--- src/design/usb_bridge_pkg.sv ---
package usb_bridge_pkg;

	// setup stage that delivers a command
	localparam logic [7:0]  SETUP_TYPE     = 8'h21;
	localparam logic [7:0]  SETUP_REQUEST  = 8'h09;
	localparam logic [15:0] SETUP_INDEX    = 16'h0003;

	// byte 0 operation and interface codes
	localparam logic [7:0] OP_WRITE      = 8'h10;
	localparam logic [7:0] IF_GPIO       = 8'h08;
	localparam logic [7:0] IF_SPI16      = 8'h04;
	localparam logic [7:0] IF_I2C_FAST   = 8'h02;
	localparam logic [7:0] IF_I2C_100K   = 8'h01;
	localparam logic [7:0] IF_SPI8       = 8'h00;
	localparam logic [7:0] IF_FIELD_MASK = 8'h0F;
	localparam logic [7:0] RSVD_MASK     = 8'hE0;

	// status flags ORed into response byte 0
	localparam logic [7:0] REQ_ERROR_FLAG   = 8'h80;
	localparam logic [7:0] BUS_FAILURE_FLAG = 8'h40;
	localparam logic [7:0] REQ_DONE_FLAG    = 8'h20;

	// packet byte positions
	localparam logic [5:0] BYTE_CMD    = 6'h00;
	localparam logic [5:0] BYTE_TARGET = 6'h01;
	localparam logic [5:0] BYTE_LEN    = 6'h02;
	localparam logic [5:0] BYTE_REG    = 6'h03;
	localparam logic [5:0] BYTE_DATA   = 6'h04;

	// packet limits
	localparam int         MEM_DEPTH    = 64;
	localparam logic [6:0] MEM_LIMIT    = 7'h40;
	localparam logic [7:0] MAX_DATA     = 8'h3C;
	localparam logic [7:0] GPIO_LEN     = 8'h01;
	localparam logic [7:0] I2C_RD_BIT   = 8'h01;
	localparam logic [7:0] I2C_FILL     = 8'hFF;
	localparam logic [7:0] SPI_FILL     = 8'h00;
	localparam logic [3:0] I2C_LAST_BIT = 4'h8;
	localparam logic [3:0] SPI_LAST_BIT = 4'h7;

	// serial clock rates, each bit split into four quarters
	localparam int CLK_PERIOD_PS     = 4000;
	localparam int I2C_100K_RATE_KHZ = 100;
	localparam int I2C_FAST_RATE_KHZ = 400;
	localparam int SPI_RATE_KHZ      = 1000;
	localparam int PS_PER_KHZ        = 1000000000;
	localparam logic [9:0] Q_I2C_100K = 10'((PS_PER_KHZ / (4 * I2C_100K_RATE_KHZ) + CLK_PERIOD_PS - 1) / CLK_PERIOD_PS);
	localparam logic [9:0] Q_I2C_FAST = 10'((PS_PER_KHZ / (4 * I2C_FAST_RATE_KHZ) + CLK_PERIOD_PS - 1) / CLK_PERIOD_PS);
	localparam logic [9:0] Q_SPI      = 10'((PS_PER_KHZ / (4 * SPI_RATE_KHZ) + CLK_PERIOD_PS - 1) / CLK_PERIOD_PS);

	// command sequencer states
	typedef enum logic [3:0]
	{
		S_IDLE   = 4'h0,
		S_DECODE = 4'h1,
		S_GPIO   = 4'h2,
		S_GPIOW  = 4'h3,
		S_START  = 4'h4,
		S_FETCH  = 4'h5,
		S_LOAD   = 4'h6,
		S_BIT    = 4'h7,
		S_STORE  = 4'h8,
		S_STOP   = 4'h9,
		S_FIN    = 4'hA,
		S_RREQ   = 4'hB,
		S_RSPV   = 4'hC
	} state_t;

endpackage : usb_bridge_pkg

--- src/design/packet_ram.sv ---
`timescale 1ns/100ps
module packet_ram
(
	// clock
	input  wire logic       clk,
	// single port
	input  wire logic       we,
	input  wire logic [5:0] addr,
	input  wire logic [7:0] wdata,
	output logic      [7:0] rdata
);

	logic [7:0] store [usb_bridge_pkg::MEM_DEPTH];

	// registered read, old word returned on a same-address write
	always_ff @(posedge clk)
	begin
		if (we)
			store[addr] <= wdata;
		rdata <= store[addr];
	end

endmodule : packet_ram

--- src/design/usb_bridge_cmd.sv ---
`timescale 1ns/100ps
module usb_bridge_cmd
(
	// clock and reset
	input  wire logic        clk,
	input  wire logic        rst,
	// setup stage of the control request
	input  wire logic        setupValid,
	input  wire logic [7:0]  setupType,
	input  wire logic [7:0]  setupRequest,
	input  wire logic [15:0] setupIndex,
	// request data bytes
	input  wire logic        reqValid,
	input  wire logic [7:0]  reqData,
	input  wire logic        reqLast,
	output logic             reqReady,
	// interrupt response bytes
	output logic             rspValid,
	output logic      [7:0]  rspData,
	output logic             rspLast,
	input  wire logic        rspReady,
	// i2c open-drain lines
	input  wire logic        sclIn,
	output logic             sclOut,
	output logic             sclOe,
	input  wire logic        sdaIn,
	output logic             sdaOut,
	output logic             sdaOe,
	// spi lines
	output logic             spiClk,
	output logic             spiMosi,
	input  wire logic        spiMiso,
	output logic             spiCsN,
	// gpio lines, bit n is gpio_line_n
	input  wire logic [6:0]  gpioLineIn,
	output logic      [6:0]  gpioLineOut,
	// status
	output logic             busy
);

	// decoding helpers
	function automatic logic ifaceIsI2c(input logic [7:0] cmd);
		logic [7:0] f;
		f = cmd & usb_bridge_pkg::IF_FIELD_MASK;
		ifaceIsI2c = (f == usb_bridge_pkg::IF_I2C_100K) || (f == usb_bridge_pkg::IF_I2C_FAST);
	endfunction : ifaceIsI2c

	function automatic logic cmdIsValid(input logic [7:0] cmd);
		logic [7:0] f;
		f = cmd & usb_bridge_pkg::IF_FIELD_MASK;
		cmdIsValid = ((cmd & usb_bridge_pkg::RSVD_MASK) == 8'h00) &&
			(f == usb_bridge_pkg::IF_GPIO || f == usb_bridge_pkg::IF_SPI16 ||
			ifaceIsI2c(cmd) || f == usb_bridge_pkg::IF_SPI8);
	endfunction : cmdIsValid

	usb_bridge_pkg::state_t stateFf;
	logic        armedFf;
	logic [6:0]  rxCntFf;
	logic [7:0]  cmdFf;
	logic [7:0]  lenFf;
	logic        reqErrFf;
	logic        failFf;
	logic [6:0]  stepFf;
	logic [1:0]  qFf;
	logic [9:0]  divFf;
	logic [3:0]  bitFf;
	logic [7:0]  txFf;
	logic [7:0]  rxFf;
	logic        ackBadFf;
	logic [6:0]  ptrFf;
	logic [6:0]  respLenFf;
	logic        i2cActFf;
	logic        csActFf;
	logic        sclLowFf;
	logic        sdaLowFf;
	logic        spiClkFf;
	logic        mosiFf;
	logic [6:0]  gpioOutFf;
	logic [9:0]  syncAFf;
	logic [9:0]  syncBFf;
	logic        nxt_sclLow;
	logic        nxt_sdaLow;
	logic        nxt_spiClk;
	logic        memWe;
	logic [5:0]  memAddr;
	logic [7:0]  memWdata;
	logic [7:0]  memRdata;

	// two-flop synchronisers for pin inputs
	always_ff @(posedge clk)
	begin
		if (rst)
		begin
			syncAFf <= 10'h3FF;
			syncBFf <= 10'h3FF;
		end
		else
		begin
			syncAFf <= {sclIn, sdaIn, spiMiso, gpioLineIn};
			syncBFf <= syncAFf;
		end
	end

	logic       sclSync;
	logic       sdaSync;
	logic       misoSync;
	logic [6:0] gpioSync;
	assign sclSync  = syncBFf[9];
	assign sdaSync  = syncBFf[8];
	assign misoSync = syncBFf[7];
	assign gpioSync = syncBFf[6:0];

	// command field decode
	logic       isI2c;
	logic       isGpio;
	logic       isSpi16;
	logic       isRead;
	logic       reqErrNow;
	logic [6:0] dataStart;
	logic [6:0] totalSteps;
	logic       dataStep;
	logic       rxStep;
	logic       lastStep;
	logic       storeEn;
	logic [5:0] fetchAddr;
	logic [7:0] txByte;
	logic [3:0] lastBit;
	logic [9:0] quarter;
	logic       timed;
	logic       stall;
	logic       tick;
	logic       rxFire;
	logic       bitLow;
	logic [7:0] status;

	assign isI2c   = ifaceIsI2c(cmdFf);
	assign isGpio  = (cmdFf & usb_bridge_pkg::IF_FIELD_MASK) == usb_bridge_pkg::IF_GPIO;
	assign isSpi16 = (cmdFf & usb_bridge_pkg::IF_FIELD_MASK) == usb_bridge_pkg::IF_SPI16;
	assign isRead  = (cmdFf & usb_bridge_pkg::OP_WRITE) == 8'h00;
	assign reqErrNow = !cmdIsValid(cmdFf) || (lenFf > usb_bridge_pkg::MAX_DATA) ||
		(isGpio && lenFf != usb_bridge_pkg::GPIO_LEN);

	// byte sequence: header bytes, then data bytes
	assign dataStart  = isI2c ? (isRead ? 7'h3 : 7'h2) : (isSpi16 ? 7'h2 : 7'h1);
	assign totalSteps = dataStart + lenFf[6:0];
	assign dataStep   = stepFf >= dataStart;
	assign rxStep     = isI2c && isRead && dataStep;
	assign lastStep   = stepFf == totalSteps - 7'h1;
	assign storeEn    = isI2c ? rxStep : (!dataStep || isRead);
	assign fetchAddr  = dataStep ? usb_bridge_pkg::BYTE_DATA + 6'(stepFf - dataStart) :
		(((isI2c || isSpi16) ? (stepFf == 7'h1) : 1'b1) ? usb_bridge_pkg::BYTE_REG
		: usb_bridge_pkg::BYTE_TARGET);

	// byte to shift out for the current step
	always_comb
	begin
		txByte = memRdata;
		if (isI2c)
		begin
			if (stepFf == 7'h0)
				txByte = memRdata & ~usb_bridge_pkg::I2C_RD_BIT;
			else if (rxStep)
				txByte = usb_bridge_pkg::I2C_FILL;
			else if (isRead && stepFf == 7'h2)
				txByte = memRdata | usb_bridge_pkg::I2C_RD_BIT;
		end
		else if (dataStep && isRead)
			txByte = usb_bridge_pkg::SPI_FILL;
	end

	// quarter-bit timing with clock stretching
	assign lastBit = isI2c ? usb_bridge_pkg::I2C_LAST_BIT : usb_bridge_pkg::SPI_LAST_BIT;
	assign quarter = !isI2c ? usb_bridge_pkg::Q_SPI :
		((cmdFf & usb_bridge_pkg::IF_FIELD_MASK) == usb_bridge_pkg::IF_I2C_100K ?
		usb_bridge_pkg::Q_I2C_100K : usb_bridge_pkg::Q_I2C_FAST);
	assign timed  = stateFf == usb_bridge_pkg::S_START || stateFf == usb_bridge_pkg::S_BIT ||
		stateFf == usb_bridge_pkg::S_STOP;
	assign stall  = i2cActFf && !sclLowFf && !sclSync;
	assign tick   = timed && divFf == quarter - 10'h1 && !stall;
	assign rxFire = reqValid && armedFf;
	assign bitLow = (bitFf < usb_bridge_pkg::I2C_LAST_BIT) ? !txFf[7] : (rxStep && !lastStep);
	assign status = reqErrFf ? usb_bridge_pkg::REQ_ERROR_FLAG :
		(failFf ? usb_bridge_pkg::BUS_FAILURE_FLAG : usb_bridge_pkg::REQ_DONE_FLAG);

	// packet memory port steering
	always_comb
	begin
		memWe    = 1'b0;
		memAddr  = ptrFf[5:0];
		memWdata = reqData;
		case (stateFf)
			usb_bridge_pkg::S_IDLE:
			begin
				memWe   = rxFire && rxCntFf < usb_bridge_pkg::MEM_LIMIT;
				memAddr = rxCntFf[5:0];
			end
			usb_bridge_pkg::S_FETCH: memAddr = fetchAddr;
			usb_bridge_pkg::S_STORE:
			begin
				memWe    = storeEn;
				memAddr  = fetchAddr;
				memWdata = rxFf;
			end
			usb_bridge_pkg::S_GPIO: memAddr = usb_bridge_pkg::BYTE_DATA;
			usb_bridge_pkg::S_GPIOW:
			begin
				memWe    = isRead;
				memAddr  = usb_bridge_pkg::BYTE_DATA;
				memWdata = {1'b0, gpioSync};
			end
			usb_bridge_pkg::S_FIN:
			begin
				memWe    = 1'b1;
				memAddr  = usb_bridge_pkg::BYTE_CMD;
				memWdata = cmdFf | status;
			end
			default: memAddr = ptrFf[5:0];
		endcase
	end

	packet_ram ram
	(
		.clk   (clk),
		.we    (memWe),
		.addr  (memAddr),
		.wdata (memWdata),
		.rdata (memRdata)
	);

	// command sequencer
	always_ff @(posedge clk)
	begin
		if (rst)
			stateFf <= usb_bridge_pkg::S_IDLE;
		else
		begin
			case (stateFf)
				usb_bridge_pkg::S_IDLE:
					if (rxFire && reqLast)
						stateFf <= usb_bridge_pkg::S_DECODE;
				usb_bridge_pkg::S_DECODE:
					if (reqErrNow)
						stateFf <= usb_bridge_pkg::S_FIN;
					else if (isGpio)
						stateFf <= usb_bridge_pkg::S_GPIO;
					else if (isI2c)
						stateFf <= usb_bridge_pkg::S_START;
					else
						stateFf <= usb_bridge_pkg::S_FETCH;
				usb_bridge_pkg::S_GPIO:  stateFf <= usb_bridge_pkg::S_GPIOW;
				usb_bridge_pkg::S_GPIOW: stateFf <= usb_bridge_pkg::S_FIN;
				usb_bridge_pkg::S_START:
					if (tick && qFf == 2'h3)
						stateFf <= usb_bridge_pkg::S_FETCH;
				usb_bridge_pkg::S_FETCH: stateFf <= usb_bridge_pkg::S_LOAD;
				usb_bridge_pkg::S_LOAD:  stateFf <= usb_bridge_pkg::S_BIT;
				usb_bridge_pkg::S_BIT:
					if (tick && qFf == 2'h3 && bitFf == lastBit)
						stateFf <= usb_bridge_pkg::S_STORE;
				usb_bridge_pkg::S_STORE:
					if (ackBadFf || lastStep)
						stateFf <= isI2c ? usb_bridge_pkg::S_STOP : usb_bridge_pkg::S_FIN;
					else if (isI2c && isRead && stepFf == 7'h1)
						stateFf <= usb_bridge_pkg::S_START;
					else
						stateFf <= usb_bridge_pkg::S_FETCH;
				usb_bridge_pkg::S_STOP:
					if (tick && qFf == 2'h3)
						stateFf <= usb_bridge_pkg::S_FIN;
				usb_bridge_pkg::S_FIN:  stateFf <= usb_bridge_pkg::S_RREQ;
				usb_bridge_pkg::S_RREQ: stateFf <= usb_bridge_pkg::S_RSPV;
				usb_bridge_pkg::S_RSPV:
					if (rspReady)
						stateFf <= rspLast ? usb_bridge_pkg::S_IDLE : usb_bridge_pkg::S_RREQ;
				default: stateFf <= usb_bridge_pkg::S_IDLE;
			endcase
		end
	end

	// request intake after a matching setup stage
	always_ff @(posedge clk)
	begin
		if (rst)
		begin
			armedFf <= 1'b0;
			rxCntFf <= 7'h0;
			cmdFf   <= 8'h00;
			lenFf   <= 8'h00;
		end
		else if (stateFf == usb_bridge_pkg::S_IDLE)
		begin
			if (setupValid && !armedFf && setupType == usb_bridge_pkg::SETUP_TYPE &&
				setupRequest == usb_bridge_pkg::SETUP_REQUEST && setupIndex == usb_bridge_pkg::SETUP_INDEX)
			begin
				armedFf <= 1'b1;
				rxCntFf <= 7'h0;
			end
			else if (rxFire)
			begin
				if (rxCntFf == 7'h0)
					cmdFf <= reqData;
				if (rxCntFf == 7'h2)
					lenFf <= reqData;
				if (rxCntFf < usb_bridge_pkg::MEM_LIMIT)
					rxCntFf <= rxCntFf + 7'h1;
				if (reqLast)
					armedFf <= 1'b0;
			end
		end
	end

	// transaction bookkeeping
	always_ff @(posedge clk)
	begin
		if (rst)
		begin
			reqErrFf  <= 1'b0;
			failFf    <= 1'b0;
			stepFf    <= 7'h0;
			respLenFf <= 7'h0;
			ptrFf     <= 7'h0;
		end
		else
		begin
			if (stateFf == usb_bridge_pkg::S_DECODE)
			begin
				reqErrFf  <= reqErrNow;
				failFf    <= 1'b0;
				stepFf    <= 7'h0;
				respLenFf <= reqErrNow ? rxCntFf : 7'(6'(usb_bridge_pkg::BYTE_DATA) + lenFf[6:0]);
			end
			if (stateFf == usb_bridge_pkg::S_STORE)
			begin
				stepFf <= stepFf + 7'h1;
				if (ackBadFf)
					failFf <= 1'b1;
			end
			if (stateFf == usb_bridge_pkg::S_FIN)
				ptrFf <= 7'h0;
			else if (stateFf == usb_bridge_pkg::S_RSPV && rspReady)
				ptrFf <= ptrFf + 7'h1;
		end
	end

	// bit engine: divider, quarters, shifters
	always_ff @(posedge clk)
	begin
		if (rst)
		begin
			divFf    <= 10'h0;
			qFf      <= 2'h0;
			bitFf    <= 4'h0;
			txFf     <= 8'h00;
			rxFf     <= 8'h00;
			ackBadFf <= 1'b0;
		end
		else
		begin
			if (!timed || tick)
				divFf <= 10'h0;
			else if (!stall)
				divFf <= divFf + 10'h1;
			if (!timed)
				qFf <= 2'h0;
			else if (tick)
				qFf <= qFf + 2'h1;
			if (stateFf == usb_bridge_pkg::S_LOAD)
			begin
				bitFf    <= 4'h0;
				txFf     <= txByte;
				ackBadFf <= 1'b0;
			end
			else if (stateFf == usb_bridge_pkg::S_BIT && tick)
			begin
				if (qFf == 2'h2 && bitFf < usb_bridge_pkg::I2C_LAST_BIT)
					rxFf <= {rxFf[6:0], isI2c ? sdaSync : misoSync};
				if (qFf == 2'h2 && bitFf == usb_bridge_pkg::I2C_LAST_BIT && !rxStep)
					ackBadFf <= sdaSync;
				if (qFf == 2'h3)
				begin
					bitFf <= bitFf + 4'h1;
					txFf  <= {txFf[6:0], 1'b0};
				end
			end
		end
	end

	// next line levels per quarter, clock held low between bytes but not after stop
	always_comb
	begin
		nxt_sclLow = i2cActFf && stateFf != usb_bridge_pkg::S_FIN;
		nxt_sdaLow = 1'b0;
		nxt_spiClk = 1'b0;
		case (stateFf)
			usb_bridge_pkg::S_START:
			begin
				nxt_sclLow = qFf == 2'h0 || qFf == 2'h3;
				nxt_sdaLow = qFf[1];
			end
			usb_bridge_pkg::S_BIT:
				if (isI2c)
				begin
					nxt_sclLow = qFf == 2'h0 || qFf == 2'h3;
					nxt_sdaLow = bitLow;
				end
				else
					nxt_spiClk = qFf == 2'h1 || qFf == 2'h2;
			usb_bridge_pkg::S_STOP:
			begin
				nxt_sclLow = qFf == 2'h0;
				nxt_sdaLow = !qFf[1];
			end
			default: nxt_sdaLow = 1'b0;
		endcase
	end

	// registered serial and gpio outputs
	always_ff @(posedge clk)
	begin
		if (rst)
		begin
			i2cActFf  <= 1'b0;
			csActFf   <= 1'b0;
			sclLowFf  <= 1'b0;
			sdaLowFf  <= 1'b0;
			spiClkFf  <= 1'b0;
			mosiFf    <= 1'b0;
			gpioOutFf <= 7'h00;
		end
		else
		begin
			sclLowFf <= nxt_sclLow;
			sdaLowFf <= nxt_sdaLow;
			spiClkFf <= nxt_spiClk;
			mosiFf   <= (stateFf == usb_bridge_pkg::S_BIT) && txFf[7];
			if (stateFf == usb_bridge_pkg::S_START)
				i2cActFf <= 1'b1;
			else if (stateFf == usb_bridge_pkg::S_FIN)
				i2cActFf <= 1'b0;
			if (stateFf == usb_bridge_pkg::S_DECODE && !reqErrNow && !isGpio && !isI2c)
				csActFf <= 1'b1;
			else if (stateFf == usb_bridge_pkg::S_FIN)
				csActFf <= 1'b0;
			if (stateFf == usb_bridge_pkg::S_GPIOW && !isRead)
				gpioOutFf <= memRdata[6:0];
		end
	end

	// port assignments
	assign reqReady    = armedFf;
	assign rspValid    = stateFf == usb_bridge_pkg::S_RSPV;
	assign rspData     = memRdata;
	assign rspLast     = rspValid && ptrFf == respLenFf - 7'h1;
	assign sclOut      = 1'b0;
	assign sdaOut      = 1'b0;
	assign sclOe       = sclLowFf;
	assign sdaOe       = sdaLowFf;
	assign spiClk      = spiClkFf;
	assign spiMosi     = mosiFf;
	assign spiCsN      = !csActFf;
	assign gpioLineOut = gpioOutFf;
	assign busy        = stateFf != usb_bridge_pkg::S_IDLE;

endmodule : usb_bridge_cmd

--- config.mk ---
export PLATFORM = sky130hd
export DESIGN_NAME = usb_bridge_cmd
export DESIGN_NICKNAME = d
export VERILOG_FILES = /design/src/design/usb_bridge_pkg.sv /design/src/design/packet_ram.sv /design/src/design/usb_bridge_cmd.sv
export SDC_FILE = /design/constraint.sdc
export NUM_CORES = 1
export LEC_CHECK = 0
export ABC_AREA = 1
export BUFFER_PORTS_ARGS = -buffer_cell sky130_fd_sc_hd__buf_2
export CAP_MARGIN = 20
export CORE_UTILIZATION = 60
export CTS_BUF_LIST = sky130_fd_sc_hd__clkbuf_4
export DETAILED_ROUTE_END_ITERATION = 12
export PLACE_DENSITY = 0.77
export REMOVE_ABC_BUFFERS = 1
export SYNTH_ARGS = -nofsm -noshare
export SYNTH_HDL_FRONTEND = slang
export SYNTH_SLANG_ARGS = --single-unit
--- constraint.sdc ---
create_clock -name clk -period 10.99 [get_ports clk]
set_input_delay 1.6485 -clock clk [delete_from_list [all_inputs] [get_ports clk]]
set_output_delay 1.6485 -clock clk [all_outputs]
set_load 0.01 [all_outputs]
# Word level (Yosys, flattened, before mapping)
# Memories as Yosys holds them, arrays and structs flattened. A register that Yosys moved wholly into a read port is not among the register bits.
# Index checks and enable logic that the tools add are counted.
# word_totals
regBits	117
latchBits	0
mem_bits_rw	512
romBits	0
inputBits	56
out_inout_bits	26
wordCells	239
memories	1
# mem_list
name	words	word_bits	rd	rd_ports_with_merged_regs	wr	line_no	text
ram.store	64	8	1	1	1	packet_ram.sv:13	logic [7:0] store [usb_bridge_pkg::MEM_DEPTH];
# op_classes
addsub	13
mul	0
div_mod_pow	0
order_cmp	4
eq_ne	37
n_shift	0
n_mux	59
bitwise_logic	5
reduce_logical	95
# op_table
op	count
8-bit 2-to-1 mux	8
4-bit one-hot mux with 13 select lines	1
7-bit 2-to-1 mux	7
4-bit 2-to-1 mux	9
1-bit logical AND	33
4-bit == test, second input constant	7
8-bit logical NOT	3
6-bit one-hot mux with 4 select lines	1
8-bit one-hot mux with 3 select lines	1
7-bit by 1-bit adder with 7-bit output, second input constant	3
1-bit 2-to-1 mux	21
4-bit by 3-bit == test with 1-bit output, second input constant	5
10-bit 2-to-1 mux	2
16-bit by 2-bit == test with 1-bit output, second input constant	1
1-bit logical NOT	16
2-bit nonzero test	8
7-bit by 2-bit == test with 1-bit output, second input constant	2
7-bit == test	2
7-bit logical NOT	2
1-bit logical OR	14
7-bit by 1-bit subtractor with 7-bit output, second input constant	2
4-bit by 2-bit == test with 1-bit output, second input constant	3
2-bit OR reduction	6
10-bit by 1-bit adder with 10-bit output, second input constant	1
other kinds (38)	55

# Longest topological paths before layout
# depth
ltp_word	13
depth_mapped	29
ltp_nobuf	26

# Modules after synthesis
# From an unflattened synthesis, not the netlist that was laid out.
# unflattened
hier_cells	3200
area_unflattened_um2	29201.8
# modules_own_cells
mod	instances	cells_each	area_per_inst_um2	seq_area_each_um2
packet_ram	1	2162	22003.6	15534.9
usb_bridge_cmd	1	1038	7198.2	2342.2

# Worst setup path before layout
# No wires, ideal clock.
# synth_timing
path_kind	in2reg
from	in reqData[0]
to	mem ram.store[0][0], data pin
setup_ps	702
t_arrival_ps	4232
t_required_ps	10288
path_slack_ps	6056
path_stages	2
path_buffers	0
path_cell_list	inv_1 > o21ai_0
# synth_between
elab_chain_cells	1
# synth_rtl
element	line_no	text
start, declared	usb_bridge_cmd.sv:14	input wire logic [7:0] reqData,
8-bit one-hot mux with 3 select lines	usb_bridge_cmd.sv:191	case (stateFf)
named net memWdata[0]	usb_bridge_cmd.sv:86	logic [7:0] memWdata;
end, declared	packet_ram.sv:13	
# The timed path passes the listed nets, and every way through them passes these cells.

# Worst setup path in the final report
# layout_timing
from	reg cmdFf[2]
to	mem ram.store[59][4], enable pin
# layout_between
elab_chain_cells	10
word_cells_on_any_way	22
cone_classes	2 x add/sub; 1 x order compare; 3 x eq/ne; 10 x mux; 6 x reduce/logical
# layout_rtl
element	line_no	text
start, declared	usb_bridge_cmd.sv:59	logic [7:0] cmdFf;
start signal, assigned	usb_bridge_cmd.sv:301	cmdFf <= reqData;
branches (longest 10 deep; another with 6-bit by 2-bit subtractor with 6-bit output)	n/a	
# Parallel ways; which one is timed is not known.

==> impl_results.md <==
* Insertion delay to the later sink of the worst-skew pair at 0.98 ns
* Fin. Hold Viols at 0
* Final Skew at 0.07012 ns
* Critical R2R Launch: cmdFf[2]
* Worst Setup Start Kind: flip-flop
* Vias at 21390
* CTS Root Cell: clkbuf_4
* Final Power at 5986 uW
* Drc violations at 0
* Commonest cells after routing, fill and taps aside: 1302 x nand2_1, 512 x edfxtp_1, 237 x clkbuf_4
* Power per cell area at 195.2 nW/um2
* Drt via density at 5.722
* Global-route wire length before repair at 111300 um
* Period utilization at 62.57%
* Top_reg_cell synth: edfxtp_1
* DRT Wirelength at 72370 um
* Hold Path Origin: syncAFf[9]
* Worst Setup Path Type: reg2reg
* Actual slew at the worst max-slew pin at 1.107 ns
* Synth Instances at 2869
* Worst hold path type: reg2reg
* DR iter-0 viols at 2433
* Max_slew headroom at 26.20%
* Max cap viols at 0
* Largest net degree at the start of global routing at 143
* Syn Std Cell Area at 27810 um2
* Post-DP HPWL at 44460 um
* F_max at 0.1454 GHz
* Fill cells at 3487
* Area leader, netlist: edfxtp_1
* R2R Setup Slk at 4.11 ns
* Final layout net count at 3119
* WP data arrival at 7.42 ns
* Row count at 78
* CTS Buffer Depth at 3
* Grt ovf at 0
* Number of global-route vias before repair at 20650
* RePlAce Congestion at 0.9703
* Initial antenna violation count at 2
* IO Port Bufs at 79
* Worst Hold Depth at 1
* Max VDD drop at 0.1579 mV
* FF-to-FF End: ram.store[59][4]
* Reg2reg path depth at 17
* Critical Path End Type: flip-flop
* Post-synthesis cell type count at 50
* Slew Limit Fails at 0
* Number of synthesized register bits at 637
* Post-CTS Resized at 0
* Core area at 45580 um2
* Clock Sink Count at 637
* Data required time at the worst endpoint at 11.54 ns
* Post-CTS Setup Inserts at 0
* Crit-path max FO at 142
* Post-DRT Antenna Nets at 0
* Max H-tree Level at 4
* Ports at 82
* Post-CTS Hold Fix Bufs at 0
* Hold Path End: syncBFf[9]
* Final setup fails at 0
* Die area at 47210 um2
* Die Width at 217.3 um
* Synth top area cells: edfxtp_1 55%, nand2_1 18%, dfxtp_1 9.0%, nor2_1 2.9%, ha_1 1.7%
* CTS clk-pin slew, worst paths at 0.06 ns
* Drt pass-1 iters at 6
* Synth Area per Inst at 9.693 um2
* Async set or reset register ratio after synthesis at 0%
* Share of the synthesized area in the top cell type at 55.28%
* Most common cell after layout, fill and taps aside: nand2_1
* Leak at 0.01220 uW
* WL/cell at 19.36 um
* Min Tclk post-route at 6.877 ns
* Post-synth EDFFs at 512
* Total GRT Usage at 31.21%
* Layout cell share with drive strength beyond 1 at 13.12%
* CTS tree: built
* Number of CTS-inserted buffers at 159
* Status: finished clean
* Yosys warns at 0
* Starting Density at 61.02%
* Die Y at 217.3 um
* Final TNS setup at 0 ns
* Post-synthesis sequential area ratio at 64.28%
* RSZ-0062 raised after global routing: no
* Layout area overhead at 10.28%
[through the flow]
step	worst slack [ns]	utilization (%)	instances	cell area, um2	hold WS, ns
2_1_floorplan	2.417	-	2762	27280	0.3895
3_3_place_gp	4.585	62.99	3461	28710	0.3948
3_5_place_dp	4.363	62.99	3461	28710	0.3923
4_1_cts	4.274	67.23	3732	30640	0.4070
5_1_grt	3.746	67.29	3738	30670	0.4253
6_report	4.113	67.29	3738	30670	0.4064
[worst max path at each step]
stage | start | cells after the start | to | slack [ns]
2_1_floorplan | cmdFf[2] | 17 | ram.store[13][0] | 2.42
3_3_place_gp | cmdFf[2] | 17 | ram.store[45][3] | 4.58
3_5_place_dp | cmdFf[2] | 17 | ram.store[59][5] | 4.36
4_1_cts | cmdFf[2] | 17 | ram.store[59][4] | 4.27
5_1_grt | cmdFf[2] | 17 | ram.store[59][4] | 3.75
6_report | cmdFf[2] | 17 | ram.store[59][4] | 4.11
[Yosys cell counts, types with 2 or more instances]
cell and count:
a211oi_1 25, a21oi_1 76, a221oi_1 5, a22oi_1 5, a31oi_1 7, and2_1 4, buf_1 5, buf_2 68
buf_4 7, buf_6 2, clkbuf_1 26, clkinv_1 2, dfxtp_1 125, edfxtp_1 512, fa_1 2, ha_1 38
inv_1 118, inv_2 6, inv_4 2, nand2_1 1304, nand2_2 8, nand2_4 2, nand3_1 58, nand3b_1 3
nand4_1 60, nor2_1 213, nor2_2 2, nor2_4 3, nor3_1 24, nor4_1 7, o2111ai_1 2, o211ai_1 4
o21a_1 2, o21ai_0 54, o21ai_1 5, o22ai_1 5, or2_2 24, xnor2_1 9, xor2_1 34
[critical path: stages, from the launching register on]
cell,delay (ns)
dfxtp_1,0.35
nor2_1,0.17
nand2_1,0.17
nand2_1,0.47
clkinv_1,0.42
o21ai_0,0.35
inv_1,0.09
ha_1,0.30
nand2_1,0.07
nand3b_1,0.11
nand3_1,0.20
nand2_1,0.11
nand2_1,0.05
nand2_1,0.50
nand2_8,0.44
inv_6,0.85
nand2_1,0.78
nor2_1,0.81
[per-layer routing]
| metal | part of all wire, % | wire length [um] | vias to the layer above | track usage, % |
|---|---|---|---|---|
| met3 | 10 | 7400 | 220 | 8.134 |
| met4 | 4.6 | 3306 | 0 | 17.09 |
| met5 | 0 | 0 | - | 0 |
| met2 | 47 | 33920 | 1213 | 49.30 |
| li1 | - | - | 9908 | - |
| met1 | 38 | 27740 | 10050 | 39.43 |
[power breakdown]
| group | internal [uW] | total, uW | switching [uW] | leakage, uW |
|---|---|---|---|---|
| combinational | 369 | 1420 | 1050 | 0.00543 |
| sequential | 2630 | 2670 | 40.2 | 0.00561 |
| clock | 980 | 1900 | 915 | 0.00115 |
[layout make-up]
type | instances | area, um2 | area share [%]
sequential | 637 | 17880 | 58.29
tap | 600 | 750.7 | 2.448
multi-input combinational | 1997 | 9042 | 29.48
timing repair buffer | 100 | 559.3 | 1.824
antenna | 5 | 12.51 | 0.04080
inverter | 128 | 490.5 | 1.599
clock buffer | 237 | 1779 | 5.801
clock inverter | 34 | 156.4 | 0.5100
[state kept, by name, indices dropped and copies added (netlist names), 8 cells and up]
name       flops
cmdFf          8
divFf         10
lenFf          8
ram.rdata      8
ram.store    512
rxFf           8
syncAFf       10
syncBFf       10
txFf           8
[cell families (layout without fill, tap and decap cells)]
logic type / count (synthesis) / count (layout) / share of synthesized area [%]
AND/OR/NAND/NOR: 1715 / 1715 / 24.73
XOR/XNOR: 43 / 43 / 1.354
buffers and inverters: 236 / 499 / 3.658
other: 1 / 7 / 0.01348
adder cells (fa/ha/maj): 40 / 40 / 1.854
AO/OA/AOI/OAI: 197 / 197 / 4.112
flip-flops: 637 / 637 / 64.28
(Power assumes the default switching activity.)
